$ cat src/include/bsf_defs.svh
`ifndef BSF_DEFS_SVH
`define BSF_DEFS_SVH

// register byte offsets
`define BSF_OFS_STATUS 8'h00
`define BSF_OFS_WORK 8'h04
`define BSF_OFS_IO 8'h08
`define BSF_OFS_CMD 8'h0c

// reset values
`define BSF_RST_STATUS 8'h00
`define BSF_RST_WORK 8'h00
`define BSF_RST_IO 8'h00

// command register fields
`define BSF_CMD_OP_LSB 0
`define BSF_CMD_BIT_LSB 8
`define BSF_CMD_BUSY_POS 16

// status flag positions
`define BSF_FLAG_C 0
`define BSF_FLAG_Z 1
`define BSF_FLAG_N 2
`define BSF_FLAG_V 3
`define BSF_FLAG_S 4
`define BSF_FLAG_H 5
`define BSF_FLAG_T 6
`define BSF_FLAG_I 7

// execution cycle counts
`define BSF_IO_OP_CYCLES 2
`define BSF_REG_OP_CYCLES 1

// bus responses
`define BSF_RESP_OKAY 2'b00
`define BSF_RESP_SLVERR 2'b10

`endif

$ cat src/include/bsf_pkg.sv
package bsf_pkg;

    typedef enum logic [4:0] {
        OP_NOP = 5'h00,
        OP_IO_BIT_SET = 5'h01,
        OP_IO_BIT_CLEAR = 5'h02,
        OP_LOGICAL_LEFT_SHIFT = 5'h03,
        OP_LOGICAL_RIGHT_SHIFT = 5'h04,
        OP_ROTATE_LEFT_CARRY = 5'h05,
        OP_ROTATE_RIGHT_CARRY = 5'h06,
        OP_ARITH_RIGHT_SHIFT = 5'h07,
        OP_NIBBLE_SWAP = 5'h08,
        OP_BIT_TO_TRANSFER = 5'h09,
        OP_TRANSFER_TO_BIT = 5'h0a,
        OP_INDEXED_FLAG_SET = 5'h0b,
        OP_INDEXED_FLAG_CLEAR = 5'h0c,
        OP_CARRY_SET = 5'h10,
        OP_ZERO_SET = 5'h11,
        OP_NEGATIVE_SET = 5'h12,
        OP_OVERFLOW_SET = 5'h13,
        OP_SIGNED_SET = 5'h14,
        OP_HALF_CARRY_SET = 5'h15,
        OP_TRANSFER_SET = 5'h16,
        OP_IRQ_ENABLE = 5'h17,
        OP_CARRY_CLEAR = 5'h18,
        OP_ZERO_CLEAR = 5'h19,
        OP_NEGATIVE_CLEAR = 5'h1a,
        OP_OVERFLOW_CLEAR = 5'h1b,
        OP_SIGNED_CLEAR = 5'h1c,
        OP_HALF_CARRY_CLEAR = 5'h1d,
        OP_TRANSFER_CLEAR = 5'h1e,
        OP_IRQ_DISABLE = 5'h1f
    } bsf_op_t;

    typedef enum logic {
        ST_IDLE = 1'b0,
        ST_EXEC = 1'b1
    } bsf_state_t;

endpackage : bsf_pkg

$ cat src/include/bsf_alu_if.sv
`timescale 1ns/1ps

interface bsf_alu_if;
    bsf_pkg::bsf_op_t op;
    logic [7:0] operand;
    logic [2:0] bitSel;
    logic [7:0] flagsIn;
    logic [7:0] result;
    logic [7:0] flagsOut;

    modport ctrl (output op, output operand, output bitSel, output flagsIn, input result, input flagsOut);
    modport alu (input op, input operand, input bitSel, input flagsIn, output result, output flagsOut);
endinterface : bsf_alu_if

$ cat src/verilog/bsf_alu.sv
`timescale 1ns/1ps
`include "bsf_defs.svh"

module bsf_alu (
    bsf_alu_if.alu port // operation in, result and flags out
);
    logic [7:0] res;
    logic [7:0] fl;
    logic shiftFlags;
    logic newCarry;

    always_comb
    begin
        res = port.operand;
        fl = port.flagsIn;
        shiftFlags = 1'b0;
        newCarry = port.flagsIn[`BSF_FLAG_C];
        unique case (port.op)
            bsf_pkg::OP_IO_BIT_SET: res[port.bitSel] = 1'b1;
            bsf_pkg::OP_IO_BIT_CLEAR: res[port.bitSel] = 1'b0;
            bsf_pkg::OP_LOGICAL_LEFT_SHIFT:
            begin
                res = {port.operand[6:0], 1'b0};
                newCarry = port.operand[7];
                shiftFlags = 1'b1;
            end
            bsf_pkg::OP_LOGICAL_RIGHT_SHIFT:
            begin
                res = {1'b0, port.operand[7:1]};
                newCarry = port.operand[0];
                shiftFlags = 1'b1;
            end
            bsf_pkg::OP_ROTATE_LEFT_CARRY:
            begin
                res = {port.operand[6:0], port.flagsIn[`BSF_FLAG_C]};
                newCarry = port.operand[7];
                shiftFlags = 1'b1;
            end
            bsf_pkg::OP_ROTATE_RIGHT_CARRY:
            begin
                res = {port.flagsIn[`BSF_FLAG_C], port.operand[7:1]};
                newCarry = port.operand[0];
                shiftFlags = 1'b1;
            end
            bsf_pkg::OP_ARITH_RIGHT_SHIFT:
            begin
                res = {port.operand[7], port.operand[7:1]};
                newCarry = port.operand[0];
                shiftFlags = 1'b1;
            end
            bsf_pkg::OP_NIBBLE_SWAP: res = {port.operand[3:0], port.operand[7:4]};
            bsf_pkg::OP_BIT_TO_TRANSFER: fl[`BSF_FLAG_T] = port.operand[port.bitSel];
            bsf_pkg::OP_TRANSFER_TO_BIT: res[port.bitSel] = port.flagsIn[`BSF_FLAG_T];
            bsf_pkg::OP_INDEXED_FLAG_SET: fl[port.bitSel] = 1'b1;
            bsf_pkg::OP_INDEXED_FLAG_CLEAR: fl[port.bitSel] = 1'b0;
            default:
            begin
                // dedicated flag ops: low 3 bits name the flag, bit 3 means clear
                if (port.op[4])
                begin
                    fl[port.op[2:0]] = ~port.op[3];
                end
            end
        endcase
        if (shiftFlags)
        begin
            fl[`BSF_FLAG_C] = newCarry;
            fl[`BSF_FLAG_Z] = (res == 8'h00);
            fl[`BSF_FLAG_N] = res[7];
            fl[`BSF_FLAG_V] = res[7] ^ newCarry;
        end
    end

    assign port.result = res;
    assign port.flagsOut = fl;
endmodule : bsf_alu

$ cat src/verilog/bsf_unit.sv
// Function
// - io_bit_set_op sets chosen I/O bit, keeps others and flags, takes 2 cycles.
// - io_bit_clear_op clears chosen I/O bit, keeps others and flags, takes 2 cycles.
// - logical_left_shift_op shifts up, zero into bit 0, updates Z C N V, 1 cycle.
// - logical right shift shifts down, zero into bit 7, updates Z C N V, 1 cycle.
// - rotate_left_carry_op: old carry into bit 0, bit 7 to carry, 1 cycle.
// - rotate right through carry: old carry into bit 7, bit 0 to carry, 1 cycle.
// - arith_right_shift_op shifts bits 7..1 down, bit 7 kept, updates Z C N V.
// - nibble swap exchanges register halves in one cycle, flags untouched.
// - bit_to_transfer_op copies register bit into transfer flag only, 1 cycle.
// - transfer_to_bit_op copies transfer flag into register bit only, 1 cycle.
// - every flag settable in one cycle, dedicated or indexed, others unchanged.
// - every flag clearable in one cycle, dedicated or indexed, others unchanged.
`timescale 1ns/1ps
`include "bsf_defs.svh"

module bsf_unit (
    input wire logic clk, // core clock
    input wire logic reset_n, // async reset, active low
    input wire logic ce, // clock enable, freezes all state when low
    input wire logic [7:0] s_axi_awaddr, // write address
    input wire logic s_axi_awvalid, // write address valid
    output logic s_axi_awready, // write address ready
    input wire logic [31:0] s_axi_wdata, // write data
    input wire logic [3:0] s_axi_wstrb, // write byte strobes
    input wire logic s_axi_wvalid, // write data valid
    output logic s_axi_wready, // write data ready
    output logic [1:0] s_axi_bresp, // write response
    output logic s_axi_bvalid, // write response valid
    input wire logic s_axi_bready, // write response ready
    input wire logic [7:0] s_axi_araddr, // read address
    input wire logic s_axi_arvalid, // read address valid
    output logic s_axi_arready, // read address ready
    output logic [31:0] s_axi_rdata, // read data
    output logic [1:0] s_axi_rresp, // read response
    output logic s_axi_rvalid, // read data valid
    input wire logic s_axi_rready, // read data ready
    output logic [7:0] statusFlags, // status_flags_register contents
    output logic busy // instruction in flight
);
    bsf_alu_if aluBus ();

    bsf_pkg::bsf_state_t state;
    bsf_pkg::bsf_op_t curOp;
    logic [2:0] curBit;
    logic cycLeft;
    logic [7:0] work;
    logic [7:0] ioReg;
    logic [7:0] flagReg;

    logic [7:0] awAddr;
    logic awHeld;
    logic [31:0] wData;
    logic [3:0] wStrb;
    logic wHeld;
    logic writeFire;
    logic writeOk;
    logic cmdStart;
    logic isIoCmd;
    logic commit;
    logic curIsIo;
    bsf_pkg::bsf_op_t cmdOp;
    logic [31:0] next_rdata;
    logic [1:0] next_rresp;

    bsf_alu alu (
        .port(aluBus.alu)
    );

    // write channel capture, either order
    assign s_axi_awready = ce && !awHeld && !s_axi_bvalid;
    assign s_axi_wready = ce && !wHeld && !s_axi_bvalid;

    always_ff @(posedge clk or negedge reset_n)
    begin
        if (!reset_n)
        begin
            awHeld <= 1'b0;
            awAddr <= 8'h00;
        end
        else if (ce)
        begin
            if (s_axi_awvalid && s_axi_awready)
            begin
                awHeld <= 1'b1;
                awAddr <= s_axi_awaddr;
            end
            else if (writeFire)
            begin
                awHeld <= 1'b0;
            end
        end
    end

    always_ff @(posedge clk or negedge reset_n)
    begin
        if (!reset_n)
        begin
            wHeld <= 1'b0;
            wData <= 32'h0000_0000;
            wStrb <= 4'h0;
        end
        else if (ce)
        begin
            if (s_axi_wvalid && s_axi_wready)
            begin
                wHeld <= 1'b1;
                wData <= s_axi_wdata;
                wStrb <= s_axi_wstrb;
            end
            else if (writeFire)
            begin
                wHeld <= 1'b0;
            end
        end
    end

    assign writeFire = ce && awHeld && wHeld && !s_axi_bvalid;
    assign writeOk = (awAddr[7:2] == `BSF_OFS_STATUS >> 2) || (awAddr[7:2] == `BSF_OFS_WORK >> 2)
        || (awAddr[7:2] == `BSF_OFS_IO >> 2) || (awAddr[7:2] == `BSF_OFS_CMD >> 2);

    always_ff @(posedge clk or negedge reset_n)
    begin
        if (!reset_n)
        begin
            s_axi_bvalid <= 1'b0;
            s_axi_bresp <= `BSF_RESP_OKAY;
        end
        else if (ce)
        begin
            if (writeFire)
            begin
                s_axi_bvalid <= 1'b1;
                s_axi_bresp <= writeOk ? `BSF_RESP_OKAY : `BSF_RESP_SLVERR;
            end
            else if (s_axi_bready)
            begin
                s_axi_bvalid <= 1'b0;
            end
        end
    end

    // command launch
    assign cmdOp = bsf_bsf_cast(wData[`BSF_CMD_OP_LSB +: 5]);
    assign isIoCmd = (cmdOp == bsf_pkg::OP_IO_BIT_SET) || (cmdOp == bsf_pkg::OP_IO_BIT_CLEAR);
    assign cmdStart = writeFire && (state == bsf_pkg::ST_IDLE) && (awAddr == `BSF_OFS_CMD)
        && wStrb[0] && wStrb[1];
    assign commit = ce && (state == bsf_pkg::ST_EXEC) && (cycLeft == 1'b0);
    assign curIsIo = (curOp == bsf_pkg::OP_IO_BIT_SET) || (curOp == bsf_pkg::OP_IO_BIT_CLEAR);

    function automatic bsf_pkg::bsf_op_t bsf_bsf_cast(input logic [4:0] code);
        bsf_bsf_cast = bsf_pkg::bsf_op_t'(code);
    endfunction : bsf_bsf_cast

    // sequencer: io ops hold for a second cycle
    always_ff @(posedge clk or negedge reset_n)
    begin
        if (!reset_n)
        begin
            state <= bsf_pkg::ST_IDLE;
            curOp <= bsf_pkg::OP_NOP;
            curBit <= 3'h0;
            cycLeft <= 1'b0;
        end
        else if (ce)
        begin
            unique case (state)
                bsf_pkg::ST_IDLE:
                begin
                    if (cmdStart)
                    begin
                        state <= bsf_pkg::ST_EXEC;
                        curOp <= cmdOp;
                        curBit <= wData[`BSF_CMD_BIT_LSB +: 3];
                        cycLeft <= isIoCmd ? 1'(`BSF_IO_OP_CYCLES - 1)
                            : 1'(`BSF_REG_OP_CYCLES - 1);
                    end
                end
                bsf_pkg::ST_EXEC:
                begin
                    if (cycLeft == 1'b0)
                    begin
                        state <= bsf_pkg::ST_IDLE;
                    end
                    else
                    begin
                        cycLeft <= 1'b0;
                    end
                end
            endcase
        end
    end

    assign aluBus.op = curOp;
    assign aluBus.operand = curIsIo ? ioReg : work;
    assign aluBus.bitSel = curBit;
    assign aluBus.flagsIn = flagReg;

    // data registers: software writes only while idle
    always_ff @(posedge clk or negedge reset_n)
    begin
        if (!reset_n)
        begin
            work <= `BSF_RST_WORK;
        end
        else if (commit && !curIsIo)
        begin
            work <= aluBus.result;
        end
        else if (writeFire && state == bsf_pkg::ST_IDLE && awAddr == `BSF_OFS_WORK && wStrb[0])
        begin
            work <= wData[7:0];
        end
    end

    always_ff @(posedge clk or negedge reset_n)
    begin
        if (!reset_n)
        begin
            ioReg <= `BSF_RST_IO;
        end
        else if (commit && curIsIo)
        begin
            ioReg <= aluBus.result;
        end
        else if (writeFire && state == bsf_pkg::ST_IDLE && awAddr == `BSF_OFS_IO && wStrb[0])
        begin
            ioReg <= wData[7:0];
        end
    end

    always_ff @(posedge clk or negedge reset_n)
    begin
        if (!reset_n)
        begin
            flagReg <= `BSF_RST_STATUS;
        end
        else if (commit)
        begin
            flagReg <= aluBus.flagsOut;
        end
        else if (writeFire && state == bsf_pkg::ST_IDLE && awAddr == `BSF_OFS_STATUS && wStrb[0])
        begin
            flagReg <= wData[7:0];
        end
    end

    assign statusFlags = flagReg;
    assign busy = (state == bsf_pkg::ST_EXEC);

    // read channel
    assign s_axi_arready = ce && !s_axi_rvalid;

    always_comb
    begin
        next_rdata = 32'h0000_0000;
        next_rresp = `BSF_RESP_OKAY;
        unique case (s_axi_araddr[7:2])
            6'(`BSF_OFS_STATUS >> 2): next_rdata[7:0] = flagReg;
            6'(`BSF_OFS_WORK >> 2): next_rdata[7:0] = work;
            6'(`BSF_OFS_IO >> 2): next_rdata[7:0] = ioReg;
            6'(`BSF_OFS_CMD >> 2):
            begin
                next_rdata[`BSF_CMD_OP_LSB +: 5] = curOp;
                next_rdata[`BSF_CMD_BIT_LSB +: 3] = curBit;
                next_rdata[`BSF_CMD_BUSY_POS] = busy;
            end
            default: next_rresp = `BSF_RESP_SLVERR;
        endcase
    end

    always_ff @(posedge clk or negedge reset_n)
    begin
        if (!reset_n)
        begin
            s_axi_rvalid <= 1'b0;
            s_axi_rdata <= 32'h0000_0000;
            s_axi_rresp <= `BSF_RESP_OKAY;
        end
        else if (ce)
        begin
            if (s_axi_arvalid && s_axi_arready)
            begin
                s_axi_rvalid <= 1'b1;
                s_axi_rdata <= next_rdata;
                s_axi_rresp <= next_rresp;
            end
            else if (s_axi_rready)
            begin
                s_axi_rvalid <= 1'b0;
            end
        end
    end
endmodule : bsf_unit

$ cat config.mk
export PLATFORM = sky130hd
export DESIGN_NAME = bsf_unit
export DESIGN_NICKNAME = d
export VERILOG_FILES = /design/src/include/bsf_pkg.sv /design/src/include/bsf_alu_if.sv /design/src/verilog/bsf_alu.sv /design/src/verilog/bsf_unit.sv
export VERILOG_INCLUDE_DIRS = /design/src /design/src/include
export SDC_FILE = /design/constraint.sdc
export NUM_CORES = 1
export LEC_CHECK = 0
export ABC_AREA = 0
export BUFFER_PORTS_ARGS = -buffer_cell sky130_fd_sc_hd__buf_2
export CAP_MARGIN = 20
export CORE_MARGIN = 1
export CORE_UTILIZATION = 40
export DETAILED_ROUTE_END_ITERATION = 8
export GPL_TIMING_DRIVEN = 0
export PLACE_DENSITY_LB_ADDON = 0.25
export SLEW_MARGIN = 20
export SYNTH_ARGS = -nofsm -noshare
export SYNTH_HDL_FRONTEND = slang
export SYNTH_SLANG_ARGS = --single-unit
$ cat constraint.sdc
create_clock -name clk -period 3.91 [get_ports clk]
set_input_delay 0.391 -clock clk [delete_from_list [all_inputs] [get_ports clk]]
set_output_delay 0.391 -clock clk [all_outputs]
set_load 0.005 [all_outputs]
## Yosys cells after proc, flatten, opt, wreduce, memory -nomap -nowiden

Cells that the tools add are included.

| word-level totals | value |
|---|---|
| word-level logic and storage cells | 171 |
| bits in registers | 75 |
| RAM bits | 0 |
| output and inout port bits | 50 |
| memory bits (read-only) | 0 |
| bits in latches | 0 |
| memories | 0 |

| operators by class | value |
|---|---|
| shift operators | 0 |
| $mul | 0 |
| divide/modulo/power cells | 0 |
| multiplexer cells | 42 |
| bitwise logic cells | 9 |
| $add $sub $neg | 0 |
| reductions and logical operators | 67 |
| equality and inequality tests | 30 |
| order comparisons | 4 |

Operators by type and width:

| kind | count |
|---|---|
| $pmux W8 S9 | 1 |
| $mux W8 | 8 |
| $logic_and A1 B1 Y1 | 27 |
| $eq A5 B4 Y1 const B | 5 |
| $eq A6 B2 Y1 const B | 4 |
| $eq A5 B3 Y1 const B | 4 |
| $pmux W5 S4 | 1 |
| $pmux W6 S3 | 1 |
| $reduce_and A2 Y1 | 9 |
| $and A8 B8 Y8 | 2 |
| $bwmux W8 | 2 |
| $eq A8 B4 Y1 const B | 2 |
| $logic_not A8 Y1 | 2 |
| $mux W1 | 16 |
| $or A8 B8 Y8 | 2 |
| $eq A5 B2 Y1 const B | 3 |
| $reduce_bool A2 Y1 | 7 |
| $eq A6 B1 Y1 const B | 2 |
| $logic_not A6 Y1 | 2 |
| $reduce_and A3 Y1 | 4 |
| $eq A5 B1 Y1 const B | 2 |
| $ne A5 B2 Y1 const B | 2 |
| $reduce_or A10 Y1 | 1 |
| $pmux W3 S3 | 1 |
| 24 further kinds | 42 |

## Logic depth before layout (Yosys ltp)

| logic depth | value |
|---|---|
| depth in word-level cells | 10 |
| mapped depth | 10 |
| depth with buffers taken out | 7 |

## Cells and area by module

Synthesis repeated with hierarchy kept, for this count alone.

| second synthesis, totals | value |
|---|---|
| cells, all modules | 546 |
| area, all modules | 5,022.3 sq um |

Modules (own cells, without submodules):

| module | instances | seq. area each (sq um) | cells each | area an instance (sq um) |
|---|---|---|---|---|
| bsf_unit | 1 | 1,826.8 | 338 | 3,706.1 |
| bsf_alu | 1 | 0.0 | 208 | 1,316.3 |

## Least setup slack after synthesis

Ideal clock, no wire load.

| timing path | value |
|---|---|
| path type | reg2reg |
| start | register curOp[0] (netlist: aluBus.op[0]) |
| end | register flagReg[1] (netlist: statusFlags[1]) |
| period minus slack after synthesis | 2.126 ns |
| path slack | 1.784 ns |
| buffers on the path | 2 |
| setup time | 0.124 ns |
| cell stages (with the launch flop) | 10 |
| arrival time | 2.003 ns |
| cells stage by stage | dfrtp_1 > buf_2 > buf_2 > or4b_1 > nor2_1 > o32ai_1 > a32oi_1 > a2111oi_2 > nand4_1 > a21oi_1 |

| between the ends | value |
|---|---|
| cells in the longest elaborated chain, start to end | 9 |

Ends and longest elaborated chain:

| element | line | RTL |
|---|---|---|
| from (decl) | bsf_unit.sv:44 | `bsf_pkg::bsf_op_t curOp;` |
| from (signal assigned) | bsf_unit.sv:161 | `curOp <= bsf_pkg::OP_NOP;` |
| from (signal assigned) | bsf_unit.sv:173 | `curOp <= cmdOp;` |
| $lt A3 B4 Y1 (not written as such) / $ge A3 B1 Y1 (equally long branches) | bsf_alu.sv:61 | `fl[port.op[2:0]] = ~port.op[3];` |
| $logic_and A1 B1 Y1 (not written as such) | bsf_alu.sv:61 |  |
| $mux W1 (not written as such) | bsf_alu.sv:61 |  |
| $demux W1 S3 | - |  |
| $bwmux W8 | bsf_alu.sv:61 |  |
| $mux W8 | bsf_alu.sv:59 | `if (port.op[4])` |
| $pmux W6 S3 | bsf_alu.sv:18 | `unique case (port.op)` |
| $mux W4 | bsf_alu.sv:65 | `if (shiftFlags)` |
| $mux W8 | bsf_unit.sv:238 | `else if (commit)` |
| to (signal assigned) | bsf_unit.sv:236 | `` flagReg <= `BSF_RST_STATUS; `` |
| to (signal assigned) | bsf_unit.sv:240 | `flagReg <= aluBus.flagsOut;` |
| to (signal assigned) | bsf_unit.sv:244 | `flagReg <= wData[7:0];` |
| to (decl) | bsf_unit.sv:49 | `logic [7:0] flagReg;` |

Parallel ways exist; a longest one is shown, timed or not. The select of a mux whose other input is x is not followed.
A chain may end at the register's enable or synchronous reset.

## Final worst setup path

| timing path | value |
|---|---|
| start | register curBit[1] (netlist: aluBus.bitSel[1]) |
| end | register flagReg[1] (netlist: statusFlags[1]) |

| between the ends | value |
|---|---|
| cells in the longest elaborated chain, start to end | 10 |

Ends and longest elaborated chain:

| element | line | RTL |
|---|---|---|
| from (decl) | bsf_unit.sv:45 | `logic [2:0] curBit;` |
| from (signal assigned) | bsf_unit.sv:174 | `` curBit <= wData[`BSF_CMD_BIT_LSB +: 3]; `` |
| $lt A3 B4 Y1 / $ge A3 B1 Y1 (equally long branches) | - |  |
| $logic_and A1 B1 Y1 | - |  |
| $mux W1 | - |  |
| $demux W1 S3 (*) | - |  |
| $not A8 Y8 (no line) | - |  |
| $and A8 B8 Y8 (no line) | - |  |
| $pmux W8 S9 | bsf_alu.sv:18 |  |
| $logic_not A8 Y1 | bsf_alu.sv:68 | `` fl[`BSF_FLAG_Z] = (res == 8'h00); `` |
| $mux W4 (*) | bsf_alu.sv:65 |  |
| $mux W8 (*) | bsf_unit.sv:238 |  |

Mark *: on every way between the ends. The rest lies on a longest branch, timed or not.

==> impl_metrics.sql <==
INSERT INTO impl_metrics (metric_group, metric, value, unit) VALUES
('placement', 'gp_congestion', '0.942', ''),
('sta', 'final-setup-viol-count', '0', ''),
('drt', 'ant_nets', '0', ''),
('floorplanning', 'die_footprint', '12300', 'sq um'),
('logic_synthesis', 'postSynth.topFlopCell', 'dfrtp_1', ''),
('floorplanning', 'coreArea', '11500', 'sq um'),
('final_layout', 'fill_cells', '1133', ''),
('power', 'powerDensity', '476', 'nW/um^2'),
('logic_synthesis', 'synthesis.yosys.warnings', '0', ''),
('cts', 'root_buffer', 'clkbuf_16', ''),
('setup_path', 'worstSetupStartpointType', 'flop', ''),
('final_layout', 'area_delta_synth_final', '18.4', '%'),
('status', 'violations', 'design-rule violations', ''),
('floorplanning', 'die_w', '111', 'um'),
('logic_synthesis', 'synth.cell_area', '4750', 'sq um'),
('logic_synthesis', 'synth.avg_cell_area', '9.22', 'sq um'),
('sta', 'rsz0062_at_grt', 'no', ''),
('drt', 'dr.pass1.iters', '7', ''),
('cts', 'clock_tree.htree_level_count', '3', ''),
('cts', 'cts_setup_buffers', '0', ''),
('logic_synthesis', 'netlist_instances', '515', ''),
('setup_path', 'regToRegStartpoint', 'aluBus.bitSel[1]', ''),
('final_layout', 'final_net_count', '668', ''),
('cts', 'clock_path_buffers', '2', ''),
('global_routing', 'maximum_number_of_pins_on_one_net_before_global_route_repair', '55', ''),
('cts', 'tritoncts', 'built', ''),
('cts', 'clkTransAtPathRegs', '0.06', 'ns'),
('floorplanning', 'die_y', '111', 'um'),
('power', 'power_leakage', '2.60', 'nW'),
('cts', 'cts_made_buffers', '9', ''),
('floorplanning', 'initial_utilization', '41.2', '%'),
('setup_path', 'arrival', '3.26', 'ns'),
('drt', 'detailroute.via_count', '4418', ''),
('hold_path', 'min_path_cells', '2', ''),
('global_routing', 'via_count_of_the_first_global_routing_pass', '4134', ''),
('setup_path', 'critical_path_required', '4.17', 'ns'),
('logic_synthesis', 'ys_seq_elements', '73', ''),
('sta', 'max_freq', '332', 'MHz'),
('floorplanning', 'rows', '39', ''),
('sta', 'max_slew_headroom_at_the_worst_pin', '39.1', '%'),
('logic_synthesis', 'yosysTopAreaCell', 'dfrtp_1', ''),
('sta', 'final_period_minus_worst_setup_slack', '3.01', 'ns'),
('sta', 'timing_max_transition_violations_final', '0', ''),
('global_routing', 'groute.usage.overall', '26.2', '%'),
('hold_path', 'holdCritPathClass', 'input pin to flop', ''),
('logic_synthesis', 'synth.yosys.seq_area_share', '38.5', '%'),
('drt', 'drt_wl_total', '15600', 'um'),
('setup_path', 'r2r_setup_slack', '0.90', 'ns'),
('sta', 'finalHoldViolCount', '0', ''),
('setup_path', 'critical_path_class', 'flop to flop', ''),
('sta', 'fin_tns_setup', '0', 'ns'),
('power', 'vdd_drop_max', '0.000275', 'V'),
('cts', 'cts.sink_count', '73', ''),
('floorplanning', 'boundaryPins', '110', ''),
('global_routing', 'global_route_wire_length_before_repair', '24300', 'um'),
('job', 'max_cap_violations', '0', ''),
('final_layout', 'final_layout_size_suffix_gt1_share', '28.1', '%'),
('status', 'status', 'complete, but fails checks', ''),
('cts', 'clock_insertion_delay_worst_skew', '0.34', 'ns'),
('drt', 'route.detailed.wl_per_inst', '20.6', 'um'),
('final_layout', 'post-route-util', '48.8', '%'),
('placement', 'dp_hpwl', '12200', 'um'),
('hold_path', 'hold-path-endpoint', 'wData[0]', ''),
('setup_path', 'timing.critical_path.to_type', 'flop', ''),
('global_routing', 'initial_antenna_violation_count', '0', ''),
('drt', 'drcViolationCount', '20', ''),
('placement', 'io_buffers', '59', ''),
('logic_synthesis', 'yosys.cell_types.count', '75', ''),
('logic_synthesis', 'synth-edff-count', '0', ''),
('final_layout', 'antennaDiodeCount', '0', ''),
('final_layout', 'final-instance-count-excl-fill', '756', '');
per-stage QoR:
stage / cell area [sq um] / hold slack (ns) / power, mW / setup slack, ns
5_1_grt: 5620 / 0.278 / 2.81 / 0.773
4_1_cts: 5620 / 0.270 / 2.68 / 0.938
2_1_floorplan: 4830 / 0.0954 / 1.58 / 1.78
6_report: 5620 / 0.277 / 2.68 / 0.902
3_5_place_dp: 5330 / 0.299 / 1.89 / 0.956
3_3_place_gp: 5300 / 0.458 / 1.88 / 0.981
worst max-delay path, cell delays in order (launching register included):
cell	delay, ns
dfrtp_1	0.40
clkbuf_1	0.28
nor3b_1	0.82
nor2_1	0.11
o32ai_1	0.15
a32oi_1	0.24
a2111oi_2	0.46
nand4_1	0.24
a21oi_1	0.22
area by class of cell:
class | instances | area, sq um | area share (%)
clock buffers | 11 | 243 | 4.32
well taps | 143 | 179 | 3.18
repair buffers | 61 | 335 | 5.96
multi-input cells | 393 | 2610 | 46.4
flip-flops and latches | 73 | 1830 | 32.5
clock inverters | 5 | 38.8 | 0.690
plain buffers | 54 | 330 | 5.88
inverters | 16 | 60.1 | 1.07
power breakdown:
group	leakage (nW)	total, mW	internal (mW)	switching (mW)
Combinational	1.54	0.704	0.350	0.355
Clock	0.136	0.778	0.450	0.328
Sequential	0.922	1.19	0.948	0.246
Total	2.60	2.68	1.75	0.928
flip-flops by register name, indices dropped and copies added (netlist names), 2 cells and up:
name           cells
s_axi_rdata       12
work               8
aluBus.op          5
wData             11
awAddr             8
ioReg              8
statusFlags        8
aluBus.bitSel      3
wStrb              2
what timing repair did:
| item | 4_1_cts | 5_1_grt |
|---|---|---|
| endpoints found under the setup margin | 0 | 0 |
| endpoints found under the hold margin | 19 | 0 |
| resized for setup | 0 | 0 |
| hold buffers | 1 | 0 |
layout by cell type, fill, tap and decap left out, types with 5 or more instances in the layout:
cell	count
nor2b_1	9
nand3_1	8
nand2b_1	7
a21oi_1	32
and3_1	9
nor4_1	5
inv_1	16
nor3_1	10
mux4_2	6
nand2_1	42
mux2_2	40
nor2_1	58
clkbuf_16	9
nor3b_1	5
dfrtp_1	73
a211oi_1	9
a22o_1	6
buf_2	67
conb_1	22
clkbuf_1	18
mux2i_1	9
buf_4	24
o21ai_0	32
routing by layer:
layer	part of all wire [%]	global-route usage (%)	wire length [um]	vias up
met5	0	0	0	-
li1	-	-	-	2026
met1	44	36.5	6920	2156
met2	45	40.0	7090	200
met3	6.9	4.92	1080	36
met4	3.3	11.2	510	0
worst max-delay path by stage:
stage,to,cells after the start,startpoint
3_5_place_dp,statusFlags[1],8,aluBus.bitSel[1]
4_1_cts,statusFlags[1],8,aluBus.bitSel[1]
2_1_floorplan,statusFlags[1],9,aluBus.op[0]
5_1_grt,statusFlags[1],8,aluBus.bitSel[1]
6_report,statusFlags[1],8,aluBus.bitSel[1]
3_3_place_gp,statusFlags[1],8,aluBus.bitSel[1]
cells by family (layout without fill, tap and decap cells):
group | count (synthesis) | in the layout | share of synthesized area (%)
buf+inv | 70 | 147 | 8.22
compound gates | 131 | 131 | 19.0
mux | 55 | 55 | 14.2
simple gates | 182 | 182 | 19.4
flops | 73 | 73 | 38.5
xor+xnor | 3 | 3 | 0.554
other cells | 1 | 22 | 0.0790
Power figures use the tool's default switching activity.
